===== src/adcmc_pkg.sv =====
package adcmc_pkg;
  localparam int unsigned ADDR_W = 8;
  // register indices; byte address is four times the index
  localparam logic [5:0] IDX_STATUS   = 6'h01;
  localparam logic [5:0] IDX_MODE     = 6'h02;
  localparam logic [5:0] IDX_CLOCK    = 6'h03;
  localparam logic [5:0] IDX_IRQ_STAT = 6'h08;
  localparam logic [5:0] IDX_IRQ_MASK = 6'h09;
  localparam logic [15:0] MODE_RST    = 16'h0510;
  localparam logic [15:0] CLOCK_RST   = 16'h0F0E;
  localparam logic [15:0] MODE_WMASK  = 16'h3F1F;
  localparam logic [15:0] CLOCK_WMASK = 16'h0FFF;
  localparam int unsigned M_REGCRC  = 13;
  localparam int unsigned M_RXCRC   = 12;
  localparam int unsigned M_CRCTYPE = 11;
  localparam int unsigned M_RESET   = 10;
  localparam int unsigned M_WLEN    = 8;
  localparam int unsigned M_TIMEOUT = 4;
  localparam int unsigned M_SEL     = 2;
  localparam int unsigned M_FLOAT   = 1;
  localparam int unsigned M_FMT     = 0;
  localparam int unsigned C_EN      = 8;
  localparam int unsigned C_FAST    = 5;
  localparam int unsigned C_OSR     = 2;
  localparam int unsigned C_PWR     = 0;
  // interrupt status bits: 3:0 new result per channel, 4 reset flag cleared
  localparam int unsigned IRQ_W     = 5;
  // fixed low pulse width on the ready pin
  localparam int unsigned PULSE_NS  = 100;
  localparam int unsigned CLK_NS    = 25;
  localparam int unsigned PULSE_CYC = (PULSE_NS + CLK_NS - 1) / CLK_NS;
  localparam logic [14:0] OSR_64    = 15'h0040;
  localparam logic [14:0] OSR_16256 = 15'h3F80;
endpackage


===== src/adcmc_regs.sv =====
// Implementation choice: register access over Wishbone.
`timescale 1ns/100ps
// Function
// - status bits 3:0 show per-channel new-result flags, reset to zero
// - mode register at index 2, reset value 0x0510
// - mode bit 13 enables register map CRC
// - mode bit 12 enables input frame CRC check
// - mode bit 11 selects CCITT or ANSI CRC polynomial
// - reset flag reads 1 after reset, cleared by writing 0
// - mode bits 9:8 choose 16, 24, 32 padded or 32 sign-extended words
// - mode bits 3:2 choose lagging, OR or leading channel for ready pin
// - idle ready pin drives high or floats per mode bit 1
// - ready pin held low or pulsed low per mode bit 0
// - clock register at index 3, reset value 0x0F0E
// - clock bits 11:8 enable channels 3 down to 0
// - clock bit 5 forces oversampling ratio 64
// - clock bits 4:2 select ratio 128 to 16256
// - clock bits 1:0 select power mode, reset 10
module adcmc_regs #(
  parameter int unsigned NCH = 4
) (
  input  wire logic                       clk_sys_i,
  input  wire logic                       rst_i,
  input  wire logic                       wb_cyc_i,
  input  wire logic                       wb_stb_i,
  input  wire logic                       wb_we_i,
  input  wire logic [adcmc_pkg::ADDR_W-1:0] wb_adr_i,
  input  wire logic [3:0]                 wb_sel_i,
  input  wire logic [31:0]                wb_dat_i,
  output logic [31:0]                     wb_dat_o,
  output logic                            wb_ack_o,
  output logic                            wb_err_o,
  input  wire logic [NCH-1:0]             conv_done_i,
  input  wire logic [NCH-1:0]             result_read_i,
  output logic                            result_ready_pin_o,
  output logic                            result_ready_pin_oe_o,
  output logic                            reg_crc_en_o,
  output logic                            rx_crc_en_o,
  output logic                            crc_ansi_o,
  output logic [1:0]                      word_size_select_o,
  output logic                            timeout_en_o,
  output logic [NCH-1:0]                  chan_convert_enable_o,
  output logic [14:0]                     oversampling_ratio_o,
  output logic [1:0]                      power_level_select_o,
  output logic                            irq_o
);
  logic [15:0]     mode;
  logic [15:0]     clock_cfg;
  logic [NCH-1:0]  new_result;
  logic [adcmc_pkg::IRQ_W-1:0] irq_stat;
  logic [adcmc_pkg::IRQ_W-1:0] irq_mask;
  logic [NCH-1:0]  prev_flags;
  logic [3:0]      pulse_cnt;
  logic            pin_low;
  logic            req;
  logic            wr;
  logic [5:0]      idx;
  logic            mapped;
  logic [15:0]     wdata;
  logic [NCH-1:0]  enabled;
  logic [NCH-1:0]  en_flags;
  logic            ready_src;
  logic            ready_src_q;
  logic            reset_clear;
  logic [14:0]     next_osr;
  logic [31:0]     next_rdata;

  assign req     = wb_cyc_i && wb_stb_i && !wb_ack_o && !wb_err_o;
  assign idx     = wb_adr_i[7:2];
  assign wr      = req && wb_we_i && mapped;
  assign wdata   = {wb_sel_i[1] ? wb_dat_i[15:8] : 8'h00, wb_sel_i[0] ? wb_dat_i[7:0] : 8'h00};
  assign enabled = clock_cfg[adcmc_pkg::C_EN +: NCH];
  assign en_flags = new_result & enabled;

  // address decode
  always_comb
  begin
    mapped     = 1'b1;
    next_rdata = 32'h0000_0000;
    if (idx == adcmc_pkg::IDX_STATUS)
    begin
      next_rdata[15:0] = {mode[15:8] & 8'h3F, 4'h0, 4'(new_result)};
    end
    else if (idx == adcmc_pkg::IDX_MODE)
    begin
      next_rdata[15:0] = mode;
    end
    else if (idx == adcmc_pkg::IDX_CLOCK)
    begin
      next_rdata[15:0] = clock_cfg & adcmc_pkg::CLOCK_WMASK;
    end
    else if (idx == adcmc_pkg::IDX_IRQ_STAT)
    begin
      next_rdata[adcmc_pkg::IRQ_W-1:0] = irq_stat;
    end
    else if (idx == adcmc_pkg::IDX_IRQ_MASK)
    begin
      next_rdata[adcmc_pkg::IRQ_W-1:0] = irq_mask;
    end
    else
    begin
      mapped = 1'b0;
    end
  end

  // bus answer: one cycle after the request, error for unmapped addresses
  always_ff @(posedge clk_sys_i or posedge rst_i)
  begin
    if (rst_i)
    begin
      wb_ack_o <= 1'b0;
      wb_err_o <= 1'b0;
      wb_dat_o <= 32'h0000_0000;
    end
    else
    begin
      wb_ack_o <= req && mapped;
      wb_err_o <= req && !mapped;
      wb_dat_o <= (req && mapped) ? next_rdata : 32'h0000_0000;
    end
  end

  assign reset_clear = wr && idx == adcmc_pkg::IDX_MODE && wb_sel_i[1]
                       && !wb_dat_i[8 + adcmc_pkg::M_RESET - 8] && mode[adcmc_pkg::M_RESET];

  // mode register; reset flag can only be cleared, never set by software
  always_ff @(posedge clk_sys_i or posedge rst_i)
  begin
    if (rst_i)
    begin
      mode <= adcmc_pkg::MODE_RST;
    end
    else if (wr && idx == adcmc_pkg::IDX_MODE)
    begin
      mode <= (wdata & adcmc_pkg::MODE_WMASK & ~(16'h0001 << adcmc_pkg::M_RESET))
            | (16'(mode[adcmc_pkg::M_RESET] & wdata[adcmc_pkg::M_RESET]) << adcmc_pkg::M_RESET);
    end
  end

  always_ff @(posedge clk_sys_i or posedge rst_i)
  begin
    if (rst_i)
    begin
      clock_cfg <= adcmc_pkg::CLOCK_RST;
    end
    else if (wr && idx == adcmc_pkg::IDX_CLOCK)
    begin
      clock_cfg <= wdata & adcmc_pkg::CLOCK_WMASK;
    end
  end

  // new-result flags: set by conversion, cleared when the result is read; set wins
  always_ff @(posedge clk_sys_i or posedge rst_i)
  begin
    if (rst_i)
    begin
      new_result <= '0;
    end
    else
    begin
      new_result <= (new_result & ~result_read_i) | (conv_done_i & enabled);
    end
  end

  // interrupt mask register
  always_ff @(posedge clk_sys_i or posedge rst_i)
  begin
    if (rst_i)
    begin
      irq_mask <= '0;
    end
    else if (wr && idx == adcmc_pkg::IDX_IRQ_MASK)
    begin
      irq_mask <= wdata[adcmc_pkg::IRQ_W-1:0];
    end
  end

  // interrupt status: write one to clear, set wins
  always_ff @(posedge clk_sys_i or posedge rst_i)
  begin
    if (rst_i)
    begin
      irq_stat <= '0;
    end
    else
    begin
      irq_stat <= (irq_stat & ~((wr && idx == adcmc_pkg::IDX_IRQ_STAT)
                   ? wdata[adcmc_pkg::IRQ_W-1:0] : '0))
                | {reset_clear, NCH'(conv_done_i & enabled)};
    end
  end

  // level interrupt, high while an unmasked status bit is set
  always_ff @(posedge clk_sys_i or posedge rst_i)
  begin
    if (rst_i)
    begin
      irq_o <= 1'b0;
    end
    else
    begin
      irq_o <= |(irq_stat & irq_mask);
    end
  end

  // ready source selection
  always_comb
  begin
    case (mode[adcmc_pkg::M_SEL +: 2])
      2'b00:   ready_src = (en_flags == enabled) && (|enabled);
      2'b01:   ready_src = |en_flags;
      default: ready_src = |(conv_done_i & enabled) || (|en_flags);
    endcase
  end

  // ready pin: held low or fixed pulse, idle high or float
  always_ff @(posedge clk_sys_i or posedge rst_i)
  begin
    if (rst_i)
    begin
      ready_src_q <= 1'b0;
      pulse_cnt   <= 4'h0;
      pin_low     <= 1'b0;
    end
    else
    begin
      ready_src_q <= ready_src;
      if (ready_src && !ready_src_q)
      begin
        pulse_cnt <= 4'(adcmc_pkg::PULSE_CYC);
      end
      else if (pulse_cnt != 4'h0)
      begin
        pulse_cnt <= pulse_cnt - 4'h1;
      end
      if (mode[adcmc_pkg::M_FMT])
      begin
        pin_low <= (ready_src && !ready_src_q) || pulse_cnt > 4'h1;
      end
      else
      begin
        pin_low <= ready_src;
      end
    end
  end

  always_ff @(posedge clk_sys_i or posedge rst_i)
  begin
    if (rst_i)
    begin
      result_ready_pin_o    <= 1'b1;
      result_ready_pin_oe_o <= 1'b1;
    end
    else
    begin
      result_ready_pin_o    <= !pin_low;
      result_ready_pin_oe_o <= pin_low || !mode[adcmc_pkg::M_FLOAT];
    end
  end

  // oversampling ratio decode
  always_comb
  begin
    if (clock_cfg[adcmc_pkg::C_FAST])
    begin
      next_osr = adcmc_pkg::OSR_64;
    end
    else if (clock_cfg[adcmc_pkg::C_OSR +: 3] == 3'h7)
    begin
      next_osr = adcmc_pkg::OSR_16256;
    end
    else
    begin
      next_osr = 15'h0080 << clock_cfg[adcmc_pkg::C_OSR +: 3];
    end
  end

  // register map crc enable
  always_ff @(posedge clk_sys_i or posedge rst_i)
  begin
    if (rst_i)
    begin
      reg_crc_en_o <= adcmc_pkg::MODE_RST[adcmc_pkg::M_REGCRC];
    end
    else
    begin
      reg_crc_en_o <= mode[adcmc_pkg::M_REGCRC];
    end
  end

  // input frame crc enable
  always_ff @(posedge clk_sys_i or posedge rst_i)
  begin
    if (rst_i)
    begin
      rx_crc_en_o <= adcmc_pkg::MODE_RST[adcmc_pkg::M_RXCRC];
    end
    else
    begin
      rx_crc_en_o <= mode[adcmc_pkg::M_RXCRC];
    end
  end

  // crc polynomial choice
  always_ff @(posedge clk_sys_i or posedge rst_i)
  begin
    if (rst_i)
    begin
      crc_ansi_o <= adcmc_pkg::MODE_RST[adcmc_pkg::M_CRCTYPE];
    end
    else
    begin
      crc_ansi_o <= mode[adcmc_pkg::M_CRCTYPE];
    end
  end

  // data word size
  always_ff @(posedge clk_sys_i or posedge rst_i)
  begin
    if (rst_i)
    begin
      word_size_select_o <= adcmc_pkg::MODE_RST[adcmc_pkg::M_WLEN +: 2];
    end
    else
    begin
      word_size_select_o <= mode[adcmc_pkg::M_WLEN +: 2];
    end
  end

  // interface timeout enable
  always_ff @(posedge clk_sys_i or posedge rst_i)
  begin
    if (rst_i)
    begin
      timeout_en_o <= adcmc_pkg::MODE_RST[adcmc_pkg::M_TIMEOUT];
    end
    else
    begin
      timeout_en_o <= mode[adcmc_pkg::M_TIMEOUT];
    end
  end

  // channel converter enables
  always_ff @(posedge clk_sys_i or posedge rst_i)
  begin
    if (rst_i)
    begin
      chan_convert_enable_o <= adcmc_pkg::CLOCK_RST[adcmc_pkg::C_EN +: NCH];
    end
    else
    begin
      chan_convert_enable_o <= enabled;
    end
  end

  // oversampling ratio value
  always_ff @(posedge clk_sys_i or posedge rst_i)
  begin
    if (rst_i)
    begin
      oversampling_ratio_o <= 15'h0400;
    end
    else
    begin
      oversampling_ratio_o <= next_osr;
    end
  end

  // power mode
  always_ff @(posedge clk_sys_i or posedge rst_i)
  begin
    if (rst_i)
    begin
      power_level_select_o <= adcmc_pkg::CLOCK_RST[adcmc_pkg::C_PWR +: 2];
    end
    else
    begin
      power_level_select_o <= clock_cfg[adcmc_pkg::C_PWR +: 2];
    end
  end
endmodule

===== config.mk =====
export PLATFORM = sky130hd
export DESIGN_NAME = adcmc_regs
export DESIGN_NICKNAME = d
export VERILOG_FILES = /design/src/adcmc_pkg.sv /design/src/adcmc_regs.sv
export SDC_FILE = /design/constraint.sdc
export NUM_CORES = 1
export LEC_CHECK = 0
export BUFFER_PORTS_ARGS = -buffer_cell sky130_fd_sc_hd__buf_2
export CORE_MARGIN = 4
export CORE_UTILIZATION = 50
export DETAILED_ROUTE_END_ITERATION = 16
export GPL_ROUTABILITY_DRIVEN = 0
export GPL_TIMING_DRIVEN = 0
export PLACE_DENSITY = 0.9
export SLEW_MARGIN = 30
export SYNTH_ARGS = -nofsm -noshare
export SYNTH_HDL_FRONTEND = slang
export SYNTH_SLANG_ARGS = --single-unit

===== constraint.sdc =====
create_clock -name clk_sys_i -period 4.6 [get_ports clk_sys_i]
set_input_delay 0.69 -clock clk_sys_i [delete_from_list [all_inputs] [get_ports clk_sys_i]]
set_output_delay 0.69 -clock clk_sys_i [all_outputs]
set_load 0.005 [all_outputs]

## Word level (Yosys, flattened, before mapping)

Cells that the tools add are included.

- Mux-type cells: 21
- $lt $le $gt $ge: 1
- Shifts and indexed selects: 1
- Bitwise gates (word level): 11
- Reductions and logical operators: 33
- $add $sub $neg: 1
- Equal/unequal tests: 8

Operators with widths:

| kind | count |
|---|---|
| two-way mux 16 bit | 3 |
| two-way mux 15 bit | 2 |
| two-way mux 5 bit | 4 |
| logical AND 1 bit | 16 |
| << shifter 8 x 3 -> 15 bit, first input constant | 1 |
| OR 14 x 11 -> 14 bit | 1 |
| bitwise AND 4 bit | 3 |
| == test 6 x 2 -> 1 bit, second input constant | 2 |
| == test 6 x 4 -> 1 bit, second input constant | 2 |
| OR reduction 4 bit | 3 |
| bitwise AND 5 bit | 2 |
| two-way mux 4 bit | 2 |
| two-way mux 8 bit | 1 |
| logical NOT 1 bit | 7 |
| two-way mux 7 bit | 1 |
| == test 6 x 1 -> 1 bit, second input constant | 1 |
| two-way mux 1 bit | 6 |
| two-way mux 6 bit | 1 |
| NOT 5 bit | 1 |
| OR 5 bit | 1 |
| OR reduction 5 bit | 1 |
| == test 4 bit | 1 |
| greater-than comparator 4 x 1 -> 1 bit, second input constant | 1 |
| NOT 4 bit | 1 |
| other kinds (10) | 12 |

- Output and inout port bits: 64
- Register bits: 96
- Logic and storage cells: 98

## Depth between registers and ports, before layout

Gate-level depths: netlist of run 1.

- Depth after elaboration: 12
- Depth in mapped cells: 6
- Gate-level depth less buffers: 6

## Worst setup path before layout of run 1

OpenSTA, ideal clock, no wires.

- Kind: input port to flip-flop
- Start: in wb_adr_i[4] in the netlist's numbering
- End: reg irq_mask[0] in the netlist's numbering
- Data required time: 4.475 ns
- Data arrival time: 1.747 ns
- Slack: 2.728 ns
- Buffers on the path: 0
- Cell stages on the path: 4
- Setup time: 0.125 ns
- Cells stage by stage: nor3_4 -> and3_4 -> nand3_4 -> mux2_4

- Word-level cells in the longest chain between the ends: 8

RTL lines:

| item | line | source |
|---|---|---|
| start, declared | adcmc_regs.sv:27 | `input wire logic [adcmc_pkg::ADDR_W-1:0] wb_adr_i,` |
| == test 6 x 4 -> 1 bit | adcmc_regs.sv:96, adcmc_regs.sv:172 |  |
| two-way mux 1 bit | adcmc_regs.sv:96 | `else if (idx == adcmc_pkg::IDX_IRQ_MASK)` |
| two-way mux 1 bit | adcmc_regs.sv:92 | `else if (idx == adcmc_pkg::IDX_IRQ_STAT)` |
| two-way mux 1 bit | adcmc_regs.sv:88 | `else if (idx == adcmc_pkg::IDX_CLOCK)` |
| two-way mux 1 bit | adcmc_regs.sv:84 | `else if (idx == adcmc_pkg::IDX_MODE)` |
| two-way mux 1 bit | adcmc_regs.sv:80 | `if (idx == adcmc_pkg::IDX_STATUS)` |
| logical AND 1 bit | adcmc_regs.sv:70 | `assign wr = req && wb_we_i && mapped;` |
| logical AND 1 bit (*) | adcmc_regs.sv:172 | `else if (wr && idx == adcmc_pkg::IDX_IRQ_MASK)` |
| end signal, assigned | adcmc_regs.sv:174 | `irq_mask <= wdata[adcmc_pkg::IRQ_W-1:0];` |
| end, declared | adcmc_regs.sv:51 | `logic [adcmc_pkg::IRQ_W-1:0] irq_mask;` |

Every way passes the cells marked *; elsewhere a longest branch is shown, timed or not.
A chain may end at the register's enable or synchronous reset.

## Worst setup path after layout of run 1

- Start: in wb_adr_i[4] in the netlist's numbering
- End: reg wb_dat_o[9]

- Word-level cells in the longest chain between the ends: 8

RTL lines:

| item | line | source |
|---|---|---|
| == test 6 x 4 -> 1 bit | adcmc_regs.sv:96 |  |
| two-way mux 1 bit | adcmc_regs.sv:96 |  |
| two-way mux 1 bit | adcmc_regs.sv:92 |  |
| two-way mux 1 bit | adcmc_regs.sv:88 |  |
| two-way mux 1 bit | adcmc_regs.sv:84 |  |
| two-way mux 1 bit | adcmc_regs.sv:80 |  |
| logical AND 1 bit | adcmc_regs.sv:119 | `wb_dat_o <= (req && mapped) ? next_rdata : 32'h0000_0000;` |
| two-way mux 16 bit (*) | adcmc_regs.sv:119 |  |
| end signal, assigned | adcmc_regs.sv:119 |  |
| end, declared | adcmc_regs.sv:30 | `output logic [31:0] wb_dat_o,` |

Marks and branches as above.

==> results of run 1 <==
-- sequential cells by signal, indices dropped and copies added (netlist names), 2 cells and up --
| name | count |
|---|---|
| wb_dat_o | 14 |
| power_level_select_o | 2 |
| chan_convert_enable_o | 4 |
| mode | 11 |
| irq_mask | 5 |
| irq_stat | 5 |
| oversampling_ratio_o | 8 |
| pulse_cnt | 4 |
| new_result | 4 |
| word_size_select_o | 2 |
| clock_cfg | 12 |
-- worst paths after layout --
kind	cells past startpoint	slack, ns	endpoint
worst min-delay path	0	0.38	word_size_select_o[0]$_DFF_PP1_
min in group asynchronous	2	0.41	wb_dat_o[7]$_DFF_PP0_
worst max register to register	4	2.86	mode[0]$_DFFE_PP0P_
worst min register to register	0	0.38	word_size_select_o[0]$_DFF_PP1_
max in group asynchronous	3	3.51	chan_convert_enable_o[0]$_DFF_PP1_
worst max-delay path	5	2.70	wb_dat_o[9]$_DFF_PP0_
-- power breakdown --
part / internal (mW) / switching, mW
sequential: 0.767 / 0.0325
combinational: 0.0956 / 0.123
clock: 0.242 / 0.245
total: 1.10 / 0.400
-- cell type report --
class / instances / area [sq um]
clock buffer: 13 / 169
tap: 96 / 120
sequential: 82 / 2080
fill: 535 / 2490
inverter: 9 / 36.3
buffer: 39 / 245
timing repair buffer: 73 / 380
clock inverter: 3 / 21.3
multi-input combinational: 219 / 1400
-- cells in the final DEF, fill, tap and decap left out, drive strengths merged, types with 5 or more instances in the layout --
master | netlist | layout
a21oi | 14 | 14
a22oi | 9 | 9
and2 | 7 | 7
and3 | 7 | 7
buf | 31 | 104
clkbuf | 8 | 21
conb | 1 | 25
dfrtp | 62 | 62
dfstp | 20 | 20
inv | 9 | 10
mux2 | 15 | 15
nand2 | 40 | 40
nand4 | 6 | 6
nor2 | 8 | 8
nor3b | 5 | 5
o21ai | 31 | 31
o31ai | 6 | 6
-- routing by layer --
layer	share of wire [%]	wire (microns)	vias up
met4	1.7	137	0
li1	-	-	1307
met2	47	3760	130
met5	0	0	-
met3	7.6	614	16
met1	44	3530	1320
-- worst register-to-register path, cell delays in order, from the launching register on --
cell and delay [ns]:
sky130_fd_sc_hd__dfrtp_1 0.38, sky130_fd_sc_hd__and4bb_2 0.44, sky130_fd_sc_hd__nand4_4 0.21, sky130_fd_sc_hd__nor2_4 0.25
sky130_fd_sc_hd__mux2_2 0.36
-- cell families after synthesis --
logic type                 count (synthesis)  share of synthesized area [%]
AOI/OAI and AO/OA                         75                           12.9
xor gates and xnor gates                   6                           1.43
adders and majority gates                  3                           1.02
buffers and inverters                     48                           7.61
DFF                                       82                           56.6
muxes                                     15                           5.12
other                                      1                          0.102
and+or+nand+nor                           95                           15.2
-- metrics by stage --
stage	worst slack [ns]	std cells	power, mW	area, sq um	hold WS [ns]
after floorplan	1.83	349	0.959	3760	0.348
after global placement	1.11	517	1.01	4240	0.355
after detailed placement	2.37	518	1.03	4260	0.366
after CTS	2.73	534	1.51	4450	0.379
after global routing	2.62	534	1.59	4450	0.383
final	2.70	534	1.50	4450	0.379
==> results by stage, run 1 <==
Synth:
- Summed over all instances, the cell type with the most area after synthesis is sky130_fd_sc_hd__dfrtp_1.
- By instance count, the leading cell after synthesis is sky130_fd_sc_hd__dfrtp_1.
- The unique cell type count in the Yosys netlist is between 40 and 50.
- The top cell type's share of synthesized area is 42.3%.
- The synthesis warning total is 0.
- The leading register cell type out of synthesis is sky130_fd_sc_hd__dfrtp_1.
- The synthesized instance count is 325.
- The summed instance area of the synthesized netlist is 0.00367 sq mm.
- Of all flip-flops after synthesis, the portion carrying an async set or reset was 100%.
- Counting flops and latches in the post-synthesis netlist gives 82.
- Ranked by instance count, the synthesized netlist is headed by sky130_fd_sc_hd__dfrtp_1 (62), sky130_fd_sc_hd__nand2_1 (40), sky130_fd_sc_hd__o21ai_0 (31), sky130_fd_sc_hd__buf_4 (25), sky130_fd_sc_hd__dfstp_2 (20).
- After synthesis, the mean cell area works out to between 10 and 15 sq um.
- The number of enable flip-flop cells after synthesis is 0.
- By area the synthesized netlist is led by sky130_fd_sc_hd__dfrtp_1 (42%), sky130_fd_sc_hd__dfstp_2 (14%), sky130_fd_sc_hd__buf_4 (5.1%), sky130_fd_sc_hd__o21ai_0 (4.2%), sky130_fd_sc_hd__nand2_1 (4.1%).
- Sequential elements use 56.6% of the synthesized area.

Timing:
- Headroom to the max-slew limit came out at 58.2%.
- The final hold violation count came to 0.
- Setup repair after global routing left no endpoint under its margin.
- For the pin with the worst max-slew slack, the measured transition is 0.626 ns.
- The top achievable clock speed is 527 MHz.
- The number of pins exceeding their max-slew limit in the final report is 0.
- The number of setup violations in the final report is 0.
- Of the available clock period, the critical path in the final layout requires 41.3%.
- For the finished layout, the period the worst path requires is 1.90 ns.
- The final total negative setup slack is 0 ns.
- For the final database, setup skew stands at 0.0122 ns.

Worst setup path:
- Of all nets on the critical path, the largest fanout is 9.
- The critical path starts at wb_adr_i[4].
- The startpoint identified for the worst register-to-register timing path is wb_err_o$_DFF_PP0_.
- The critical path goes through buf_2 > nor3_4 > nand2_1 > or2_2 > nor2_1.
- STA classifies the critical path endpoint as a register.
- The largest single stage delay on the critical path is 0.48 ns.
- The required time at the worst-slack endpoint is approximately 4.9 ns.
- The critical path class is primary input to register.
- Among cell families on the critical path, the largest total delay comes from simple AND/OR/NAND/NOR gates.
- For this design, the slowest cell found on the critical path is sky130_fd_sc_hd__nor3_4.
- Counting both buffers and inverters, the worst setup path holds a total of 1.
- At the worst endpoint, the arrival time is between 2 and 2.5 ns.
- The type of origin of the critical path is a primary input.

GRT:
- For this run, the total global-route usage over all layers was measured as 19.5%.
- The met3 track utilization from global routing is 3.86%.
- Entering global routing, the biggest net connects 53 pins.
- The number of antenna violations at the first check in global routing is 0.
- The global routing stage identified its most utilized layer as met2.
- The number of global-route vias before repair is 2797.
- The wire length of the first global-routing pass is approximately 13 mm.
- Global routing used a little under a third of the available met2 tracks.
- The met1 usage is 26.3%.
- The total overflow left after global routing is 0.

Route:
- The first routing iteration left 291 violations.
- The count of nets left with antenna violations once routing finished came out at 0.
- The vias after detailed routing is 2773.
- Dividing the detail-routed via count by the number of cells gives 5.19.
- The mean routed wirelength per cell is 15.1 microns.
- The residual DRC count is 0.
- For this block, the routed nets add up to 8.04 mm of wire.
- The first detailed-routing pass ran for 7 iterations.

Power and ir drop:
- The analysis attributes to cell leakage a power of 2.22 nW.
- The largest voltage drop on the vdd net is 0.176 mV.
- Power spread over the standard cell area amounts to 338 mW/mm^2.

CTS:
- The tree built by TritonCTS fans out to 82 sinks.
- The clock latency of the later-clocked register in the worst-skew pair is 0.35 ns.
- Buffers added to address setup during post-CTS repair amount to 0.
- Clock-pin slew was measured on the worst setup and hold paths at 0.08 ns.
- The number of buffers on the longest clock path is 2.
- The number of buffers inserted for hold repair after clock tree synthesis is 0.
- Clock tree synthesis selected as its root buffer the cell sky130_fd_sc_hd__clkbuf_8.
- The clock tree from TritonCTS is built.
- Once the clock tree was built, the resizer swapped 0 gates to a different size.
- In this run the number of H-tree levels came out at 3.
- The number of buffers created by CTS is 9.

Die:
- The region available for standard cell placement spans 0.00694 sq mm.
- The horizontal die dimension is 93.6 microns.
- The die height is 93.6 microns.
- The placement row count is 30.
- The top-level port count is 121.
- The initial standard-cell utilization of the core is 52.8%.
- The total die area is 0.00877 sq mm.

Job:
- The max-capacitance violation count is 0.

Final layout:
- Cells fill between 60% and 70% of the core in the end.
- The repair_antennas step left the layout with diodes totalling 0.
- In the final layout, the share of cells above drive strength 1 is between 30% and 40%.
- The synthesis-to-finish area growth is 21.4%.
- The number of nets in the final layout is 493.

Placed design:
- After legalization and detailed placement, the total HPWL measured 5.91 mm.
- During placement, the flow inserted port buffers numbering roughly 70.

Hold path:
- The worst min-delay path class is register to register.
- The worst hold path startpoint is mode[8]$_DFFE_PP1P_.

Run status:
- The run finished with clean final reports.
No activity file was read; power rests on OpenSTA's default activity.
==> run 2, diff against run 1 <==
--- a/config.mk
+++ b/config.mk
@@ -7,11 +7,11 @@
 export LEC_CHECK = 0
 export BUFFER_PORTS_ARGS = -buffer_cell sky130_fd_sc_hd__buf_2
 export CORE_MARGIN = 4
-export CORE_UTILIZATION = 50
+export CORE_UTILIZATION = 46
 export DETAILED_ROUTE_END_ITERATION = 16
 export GPL_ROUTABILITY_DRIVEN = 0
 export GPL_TIMING_DRIVEN = 0
-export PLACE_DENSITY = 0.9
+export PLACE_DENSITY = 0.88
 export SLEW_MARGIN = 30
 export SYNTH_ARGS = -nofsm -noshare
 export SYNTH_HDL_FRONTEND = slang
==> constraint.sdc (replaced) <==
create_clock -name clk_sys_i -period 1.5 [get_ports clk_sys_i]
set_input_delay 0.225 -clock clk_sys_i [delete_from_list [all_inputs] [get_ports clk_sys_i]]
set_output_delay 0.225 -clock clk_sys_i [all_outputs]
set_load 0.005 [all_outputs]
==> results by stage, run 2 (same netlist as run 1, synthesis figures left out) <==
Route:
- Summed over all nets, wire length on met2 after detailed routing comes to 4.42 mm.
- The amount of wire on met3 after detailed routing is 644 microns.
- The final route contains ~2900 vias.
- The final antenna-violating net count is 0.
- The topmost layer with routed signal wires is met4.
- After detailed routing, the average wire length per cell comes to about 16 microns.
- After detailed routing, the wire length on met1 is 3.57 mm.
- The residual DRC count is 0.
- Dividing the detail-routed via count by the number of cells gives between 5 and 6.
- The total routed wirelength is 8.80 mm.
- The number of DRC markers after the initial detailed-route iteration is between 200 and 250.
- Before antenna repair, the detailed router went through 6 iterations.

Final layout:
- The area used by sequential logic in the layout is 0.00208 sq mm.
- The number of flip-flops in the largest register is 14.
- In the final layout, the registers with the most flip-flops are wb_dat_o (14), clock_cfg (12), mode (11).
- Ranked by flip-flop count, first place goes to wb_dat_o.
- Relative to the synthesized area, the layout overhead comes to 28.1%.
- 0 antenna diodes ended up in the layout.
- The most common library cell in the layout ignoring fill and taps is sky130_fd_sc_hd__buf_2.
- Counting the fill cells in the layout gives 613.
- The top cell types in the final layout, fill and taps aside, are sky130_fd_sc_hd__buf_2 (75), sky130_fd_sc_hd__dfrtp_1 (62), sky130_fd_sc_hd__nand2_1 (39).
- The proportion of layout cells with a drive suffix above 1 is 42.0%.
- The area occupied by multi-input gates is approximately 0.0015 sq mm.
- The number of nets in the final layout is 505.

Power and ir drop:
- The switching part of the total is a little over a quarter.
- The switching component of the power is 1.28 mW.
- The cell area power density is 1030 mW/mm^2.
- The proportion of power drawn by the clock network is 33.5%.
- The largest voltage drop on the vdd net is about 0.51 mV.
- In this run, flip-flops and latches consume 51.0% of the power.
- The leakage component of the power is 2.33 nW.
- The internal cell power is 3.57 mW.
- The combinational share of power is 15.4%.

Worst setup path:
- Of all nets on the critical path, the largest fanout is 4.
- For the worst setup path, the data arrival time is 1.86 ns.
- The depth of the most critical reg-to-reg path is 5.
- The required time at the worst-slack endpoint is 1.71 ns.
- The worst setup path is launched from a register.
- The worst setup path is of the register to register kind.
- STA classifies the critical path endpoint as a register.

CTS:
- The clock latency of the later-clocked register in the worst-skew pair is 0.35 ns.
- The clock transition at the registers of the reported paths is roughly 0.080 ns.
- The clock tree from TritonCTS is built.
- The H-tree was split into 3 levels.
- For this design, the sink count on the clock tree is 82.
- Counting the buffers created by CTS gives 9.
- In this run the clock root is driven by a sky130_fd_sc_hd__clkbuf_8.
- In this run the deepest clock path goes through 2 buffers.

Job:
- Max-cap violations in this run came to 0.

GRT:
- The wire length of the first global-routing pass is 14.2 mm.
- Entering global routing, the biggest net connects 32 pins.
- The overall global routing resource usage is between 10% and 20%.
- The number of antenna violations at the first check in global routing is 0.
- The number of global-route vias before repair is 2879.
- Summed over all layers, the global routing overflow is 0.

Timing:
- Setup repair after global routing could not meet its margin everywhere.
- Across all hold checks on the routed design, the worst slack comes to 0.0487 ns.
- The share of the clock period used by the worst path is 110%.
- The final critical-path required period is 1.65 ns.
- The final hold violation count was 0.
- Setup violations remaining at the end of the flow were counted as 27.
- The worst pin sits at a relative slew slack of between 60 and 70%.
- The transition time of the tightest slew-check pin is 0.554 ns.
- After layout, the worst setup slack is -0.152 ns.
- The top achievable clock speed is roughly 610 MHz.
- Clock skew on the completed layout was measured at 0.00875 ns.
- The number of pins exceeding their max-slew limit in the final report is 0.

Hold path:
- The worst hold path passes through 2 cells.
- The worst min-delay path class is primary input to register.

Die:
- Measured along the x axis, the die boundary spans between 90 and 100 microns.
- After floorplanning, the core was sized to cover 0.00773 sq mm.
- The floorplan has 32 rows.
- The total die area is 0.00946 sq mm.
- The top-level port count is 121.
- The initial standard-cell utilization of the core is 47.5%.
- The die height is 97.3 microns.

Placed design:
- Before CTS, the worst setup slack after placement is -0.280 ns.
- The HPWL reported at the end of detailed placement is 6.26 mm.
- In this run the tool buffered the top-level ports with 72 buffer cells.

Run status:
- The checks that failed: negative setup slack.
- The flow ran to the end, but the final reports show violations.
run 2: changes by cell type in the layout (fill, tap and decap cells not counted), moves of 4 or more:
cell,previous run,this run
sky130_fd_sc_hd__mux2_4,5,9
sky130_fd_sc_hd__mux2_2,10,6
sky130_fd_sc_hd__o21ai_1,0,6
sky130_fd_sc_hd__buf_4,25,38
sky130_fd_sc_hd__o21ai_0,31,23
run 2: path summary, 6_finish.rpt:
kind	start	endpoint	slack, ns
worst max-delay path	wb_err_o$_DFF_PP0_	irq_stat[4]$_DFF_PP0_	-0.15
worst min-delay path	result_read_i[3]	new_result[3]$_DFF_PP0_	0.05
worst max register to register	wb_err_o$_DFF_PP0_	irq_stat[4]$_DFF_PP0_	-0.15
worst min register to register	mode[8]$_DFFE_PP1P_	word_size_select_o[0]$_DFF_PP1_	0.38
max in group asynchronous	rst_i	chan_convert_enable_o[1]$_DFF_PP1_	0.25
min in group asynchronous	rst_i	oversampling_ratio_o[6]$_DFF_PP0_	0.44
run 2: metrics by stage:
stage | TNS [ns] | utilization [%] | area, sq um | power (mW) | cells
finish | -1.11 | 60.8 | 4700 | 4.85 | 552
floorplan | -0.179 | - | 3760 | 2.94 | 349
global route | -3.30 | 60.8 | 4700 | 5.09 | 552
CTS | -1.30 | 59.6 | 4600 | 4.81 | 548
detailed placement | -7.63 | 55.6 | 4290 | 3.18 | 525
global placement | -12.22 | 55.0 | 4250 | 3.09 | 523
run 2: timing repair:
item / 4_1_cts / 5_1_grt
setup endpoints to repair: 35 / 43
resized for setup: 20 / 18
pin swaps: 6 / 4
gates cloned: 0 / 0
hold buffers: 1 / 0
buffers inserted: 8 / 4
hold endpoints to repair: 20 / 0
run 2: layout make-up:
class / instances / share of cell area, %
multi-input combinational: 219 / 31.9
tap: 102 / 2.72
clock inverter: 3 / 0.985
inverter: 9 / 0.799
timing repair buffer: 87 / 10.7
clock buffer: 13 / 3.38
sequential: 82 / 44.2
buffer: 37 / 5.38
run 2: worst max-delay path, stage by stage (launching register included):
cell	delay, ns
sky130_fd_sc_hd__dfrtp_1	0.37
sky130_fd_sc_hd__and4bb_4	0.38
sky130_fd_sc_hd__nand4_4	0.12
sky130_fd_sc_hd__buf_4	0.18
sky130_fd_sc_hd__o21ai_0	0.33
sky130_fd_sc_hd__o31ai_2	0.14
run 2: power by group through the flow:
| stage | combinational (mW) | clock [mW] | sequential, mW |
|---|---|---|---|
| after floorplan | 0.479 | 0 | 2.46 |
| after global placement | 0.614 | 0 | 2.48 |
| after detailed placement | 0.684 | 0 | 2.49 |
| after CTS | 0.708 | 1.65 | 2.46 |
| after global routing | 0.839 | 1.76 | 2.49 |
| final | 0.748 | 1.63 | 2.47 |
run 2: per-layer routing:
layer | global-route usage (%) | vias to the layer above
met2 | 31.7 | 143
met1 | 23.3 | 1386
li1 | - | 1325
met3 | 4.38 | 17
met4 | 6.28 | 0
met5 | 0 | -
==> run 3, diff against run 2 <==
--- a/config.mk
+++ b/config.mk
@@ -12,6 +12,7 @@
 export GPL_ROUTABILITY_DRIVEN = 0
 export GPL_TIMING_DRIVEN = 0
 export PLACE_DENSITY = 0.88
+export SKIP_LAST_GASP = 1
 export SLEW_MARGIN = 30
 export SYNTH_ARGS = -nofsm -noshare
 export SYNTH_HDL_FRONTEND = slang
==> results by stage, run 3 (same netlist as run 1, synthesis figures left out) <==
Run status:
- The flow ran to the end, but the final reports show violations.
- The checks that failed: negative setup slack.

CTS:
- The H-tree depth reported by CTS is 3.
- The count of clock tree sinks is 82.
- The tree is rooted in a sky130_fd_sc_hd__clkbuf_8.
- The longest clock path from root to sink contains 2 buffers.
- Clock-pin slew was measured on the worst setup and hold paths at around 0.08 ns.
- TritonCTS built the clock tree.
- Counting the buffers created by CTS gives 9.
- The clock latency of the later-clocked register in the worst-skew pair is 0.36 ns.

Hold path:
- The worst min-delay path class is primary input to register.

Power and ir drop:
- The leakage component of the power is 2.33 nW.
- The largest voltage drop on the vdd net is 0.514 mV.
- The cell area power density is 1030 mW/mm^2.

Worst setup path:
- The required time at the worst-slack endpoint is roughly 1.7 ns.
- The data arrival time of the critical path is 1.87 ns.
- The number of buffers and inverters on the critical path is 1.
- The slowest cell on the critical path is sky130_fd_sc_hd__and4bb_4.
- The setup path with the least slack is of type register to register.
- Walking the worst path, the cells encountered are and4bb_4 > nand4_4 > buf_4 > o21ai_0 > o31ai_2.
- In this run the worst path has a maximum fanout of 4.
- The worst setup path is captured at a register.
- Among cell families on the critical path, the largest total delay comes from simple AND/OR/NAND/NOR gates.
- The critical path's largest stage delay is approximately 0.38 ns.
- The worst setup path is launched from a register.

Die:
- The core region is 0.00773 sq mm.
- The placement row count is 32.
- The horizontal die dimension is ~97 microns.
- The floorplan step defined a die boundary enclosing between 0.009 and 0.01 sq mm.
- In this run the vertical extent of the chip is 97.3 microns.
- The initial standard-cell utilization of the core is a little under half.
- During I/O placement, the number of pins put on the boundary was 121.

Final layout:
- The register with the most flip-flops in the layout has 14 of them.
- The synthesis-to-finish area growth is 28.0%.
- The number of nets in the final layout is 505.
- The proportion of layout cells with a drive suffix above 1 is roughly two fifths.
- The library cells used most frequently in the layout, excluding fill and tap cells, are sky130_fd_sc_hd__buf_2 (75), sky130_fd_sc_hd__dfrtp_1 (62), sky130_fd_sc_hd__nand2_1 (39).
- The largest registers in the layout are wb_dat_o (14), clock_cfg (12), mode (11).
- Cells fill 60.7% of the core in the end.
- The number of antenna diodes in the final layout is 0.
- More flip-flops sit in one register than any other, and that register is wb_dat_o.
- The most common library cell in the layout ignoring fill and taps is sky130_fd_sc_hd__buf_2.

Timing:
- The worst pin sits at a relative slew slack of 62.9%.
- Setup violations remaining at the end of the flow were counted as 28.
- The final hold violation count came to 0.
- Once routing completed, OpenROAD measured the worst setup slack at -0.150 ns.
- The transition time of the tightest slew-check pin is around 0.56 ns.
- The share of the clock period used by the worst path is 110%.
- Across all hold checks on the routed design, the worst slack comes to 0.0453 ns.
- For the final database, setup skew stands at 0.00837 ns.
- The number of pins exceeding their max-slew limit in the final report was 0.
- Setup repair after global routing could not meet its margin everywhere.
- The top achievable clock speed is 606 MHz.
- Subtracting the final worst setup slack from the clock period gives 1.65 ns.

Route:
- In the routed design, unresolved DRC markers number 0.
- The detailed-routing iteration count for the pre-antenna-repair pass is 5.
- The vias after detailed routing is 2861.
- The routed design has 8.73 mm of wire.
- Dividing the detail-routed wire length by the instance count gives 15.8 microns.
- The post-detailed-route via-to-cell ratio is 5.18.
- The first routing iteration left 257 violations.
- The final antenna-violating net count is 0.

GRT:
- The overall global routing resource usage is 18.6%.
- The first global-routing pass estimated 14.2 mm of wire.
- The number of antenna violations at the first check in global routing was 0.
- Entering global routing, the biggest net connects 32 pins.
- The number of global-route vias before repair is 2879.
- Global routing finished with a remaining overflow of 0.

Job:
- The max-capacitance violation count is 0.

Placed design:
- Detailed placement finished with a half-perimeter wire length of 6.26 mm.
- The count of buffers added on input and output ports is 72.
[run 3: cell counts in the layout (fill, tap and decap cells not counted)]
Identical to the previous run, type by type.
[run 3: where the power goes]
part           total, mW  switching [mW]  internal [mW]
Combinational      0.746           0.402          0.344
Clock               1.63           0.759          0.867
Sequential          2.47           0.120           2.35
[run 3: path summary, 6_finish.rpt]
path / startpoint / to / slack (ns) / cells after the start
min in group asynchronous: rst_i / oversampling_ratio_o[6]$_DFF_PP0_ / 0.44 / 3
min reg2reg: clock_cfg[1]$_DFFE_PP1P_ / power_level_select_o[1]$_DFF_PP1_ / 0.38 / 0
min: result_read_i[3] / new_result[3]$_DFF_PP0_ / 0.05 / 2
max reg2reg: wb_err_o$_DFF_PP0_ / irq_stat[4]$_DFF_PP0_ / -0.15 / 5
max in group asynchronous: rst_i / chan_convert_enable_o[1]$_DFF_PP1_ / 0.26 / 5
max: wb_err_o$_DFF_PP0_ / irq_stat[4]$_DFF_PP0_ / -0.15 / 5
[run 3: layout make-up]
class	instances	area, sq um
Clock inverter	3	46.3
Tap cell	102	128
Sequential cell	82	2080
Fill cell	615	3030
Timing Repair Buffer	87	500
Inverter	9	37.5
Clock buffer	13	159
Buffer	37	253
Multi-Input combinational cell	219	1490
[run 3: routing by layer]
metal / GRT usage, % / wire (microns)
met4: 6.28 / 170
met2: 31.7 / 4340
met1: 23.3 / 3620
met5: 0 / 0
met3: 4.38 / 605
[run 3: metrics by stage]
step / std cells / area (sq um) / setup TNS, ns / setup WS, ns / power (mW)
after floorplan: 349 / 3760 / -0.179 / -0.0439 / 2.94
after global placement: 523 / 4250 / -12.22 / -0.239 / 3.09
after detailed placement: 525 / 4290 / -7.63 / -0.280 / 3.18
after CTS: 548 / 4600 / -1.46 / -0.129 / 4.81
after global routing: 552 / 4690 / -3.31 / -0.156 / 5.08
final: 552 / 4690 / -1.18 / -0.150 / 4.84
[run 3: timing repair]
item                       4_1_cts  5_1_grt
hold endpoints to repair        20        0
gates resized for setup         16       20
hold buffers                     1        0
setup buffers                    8        4
setup endpoints to repair       35       43
pin swaps                        6        4
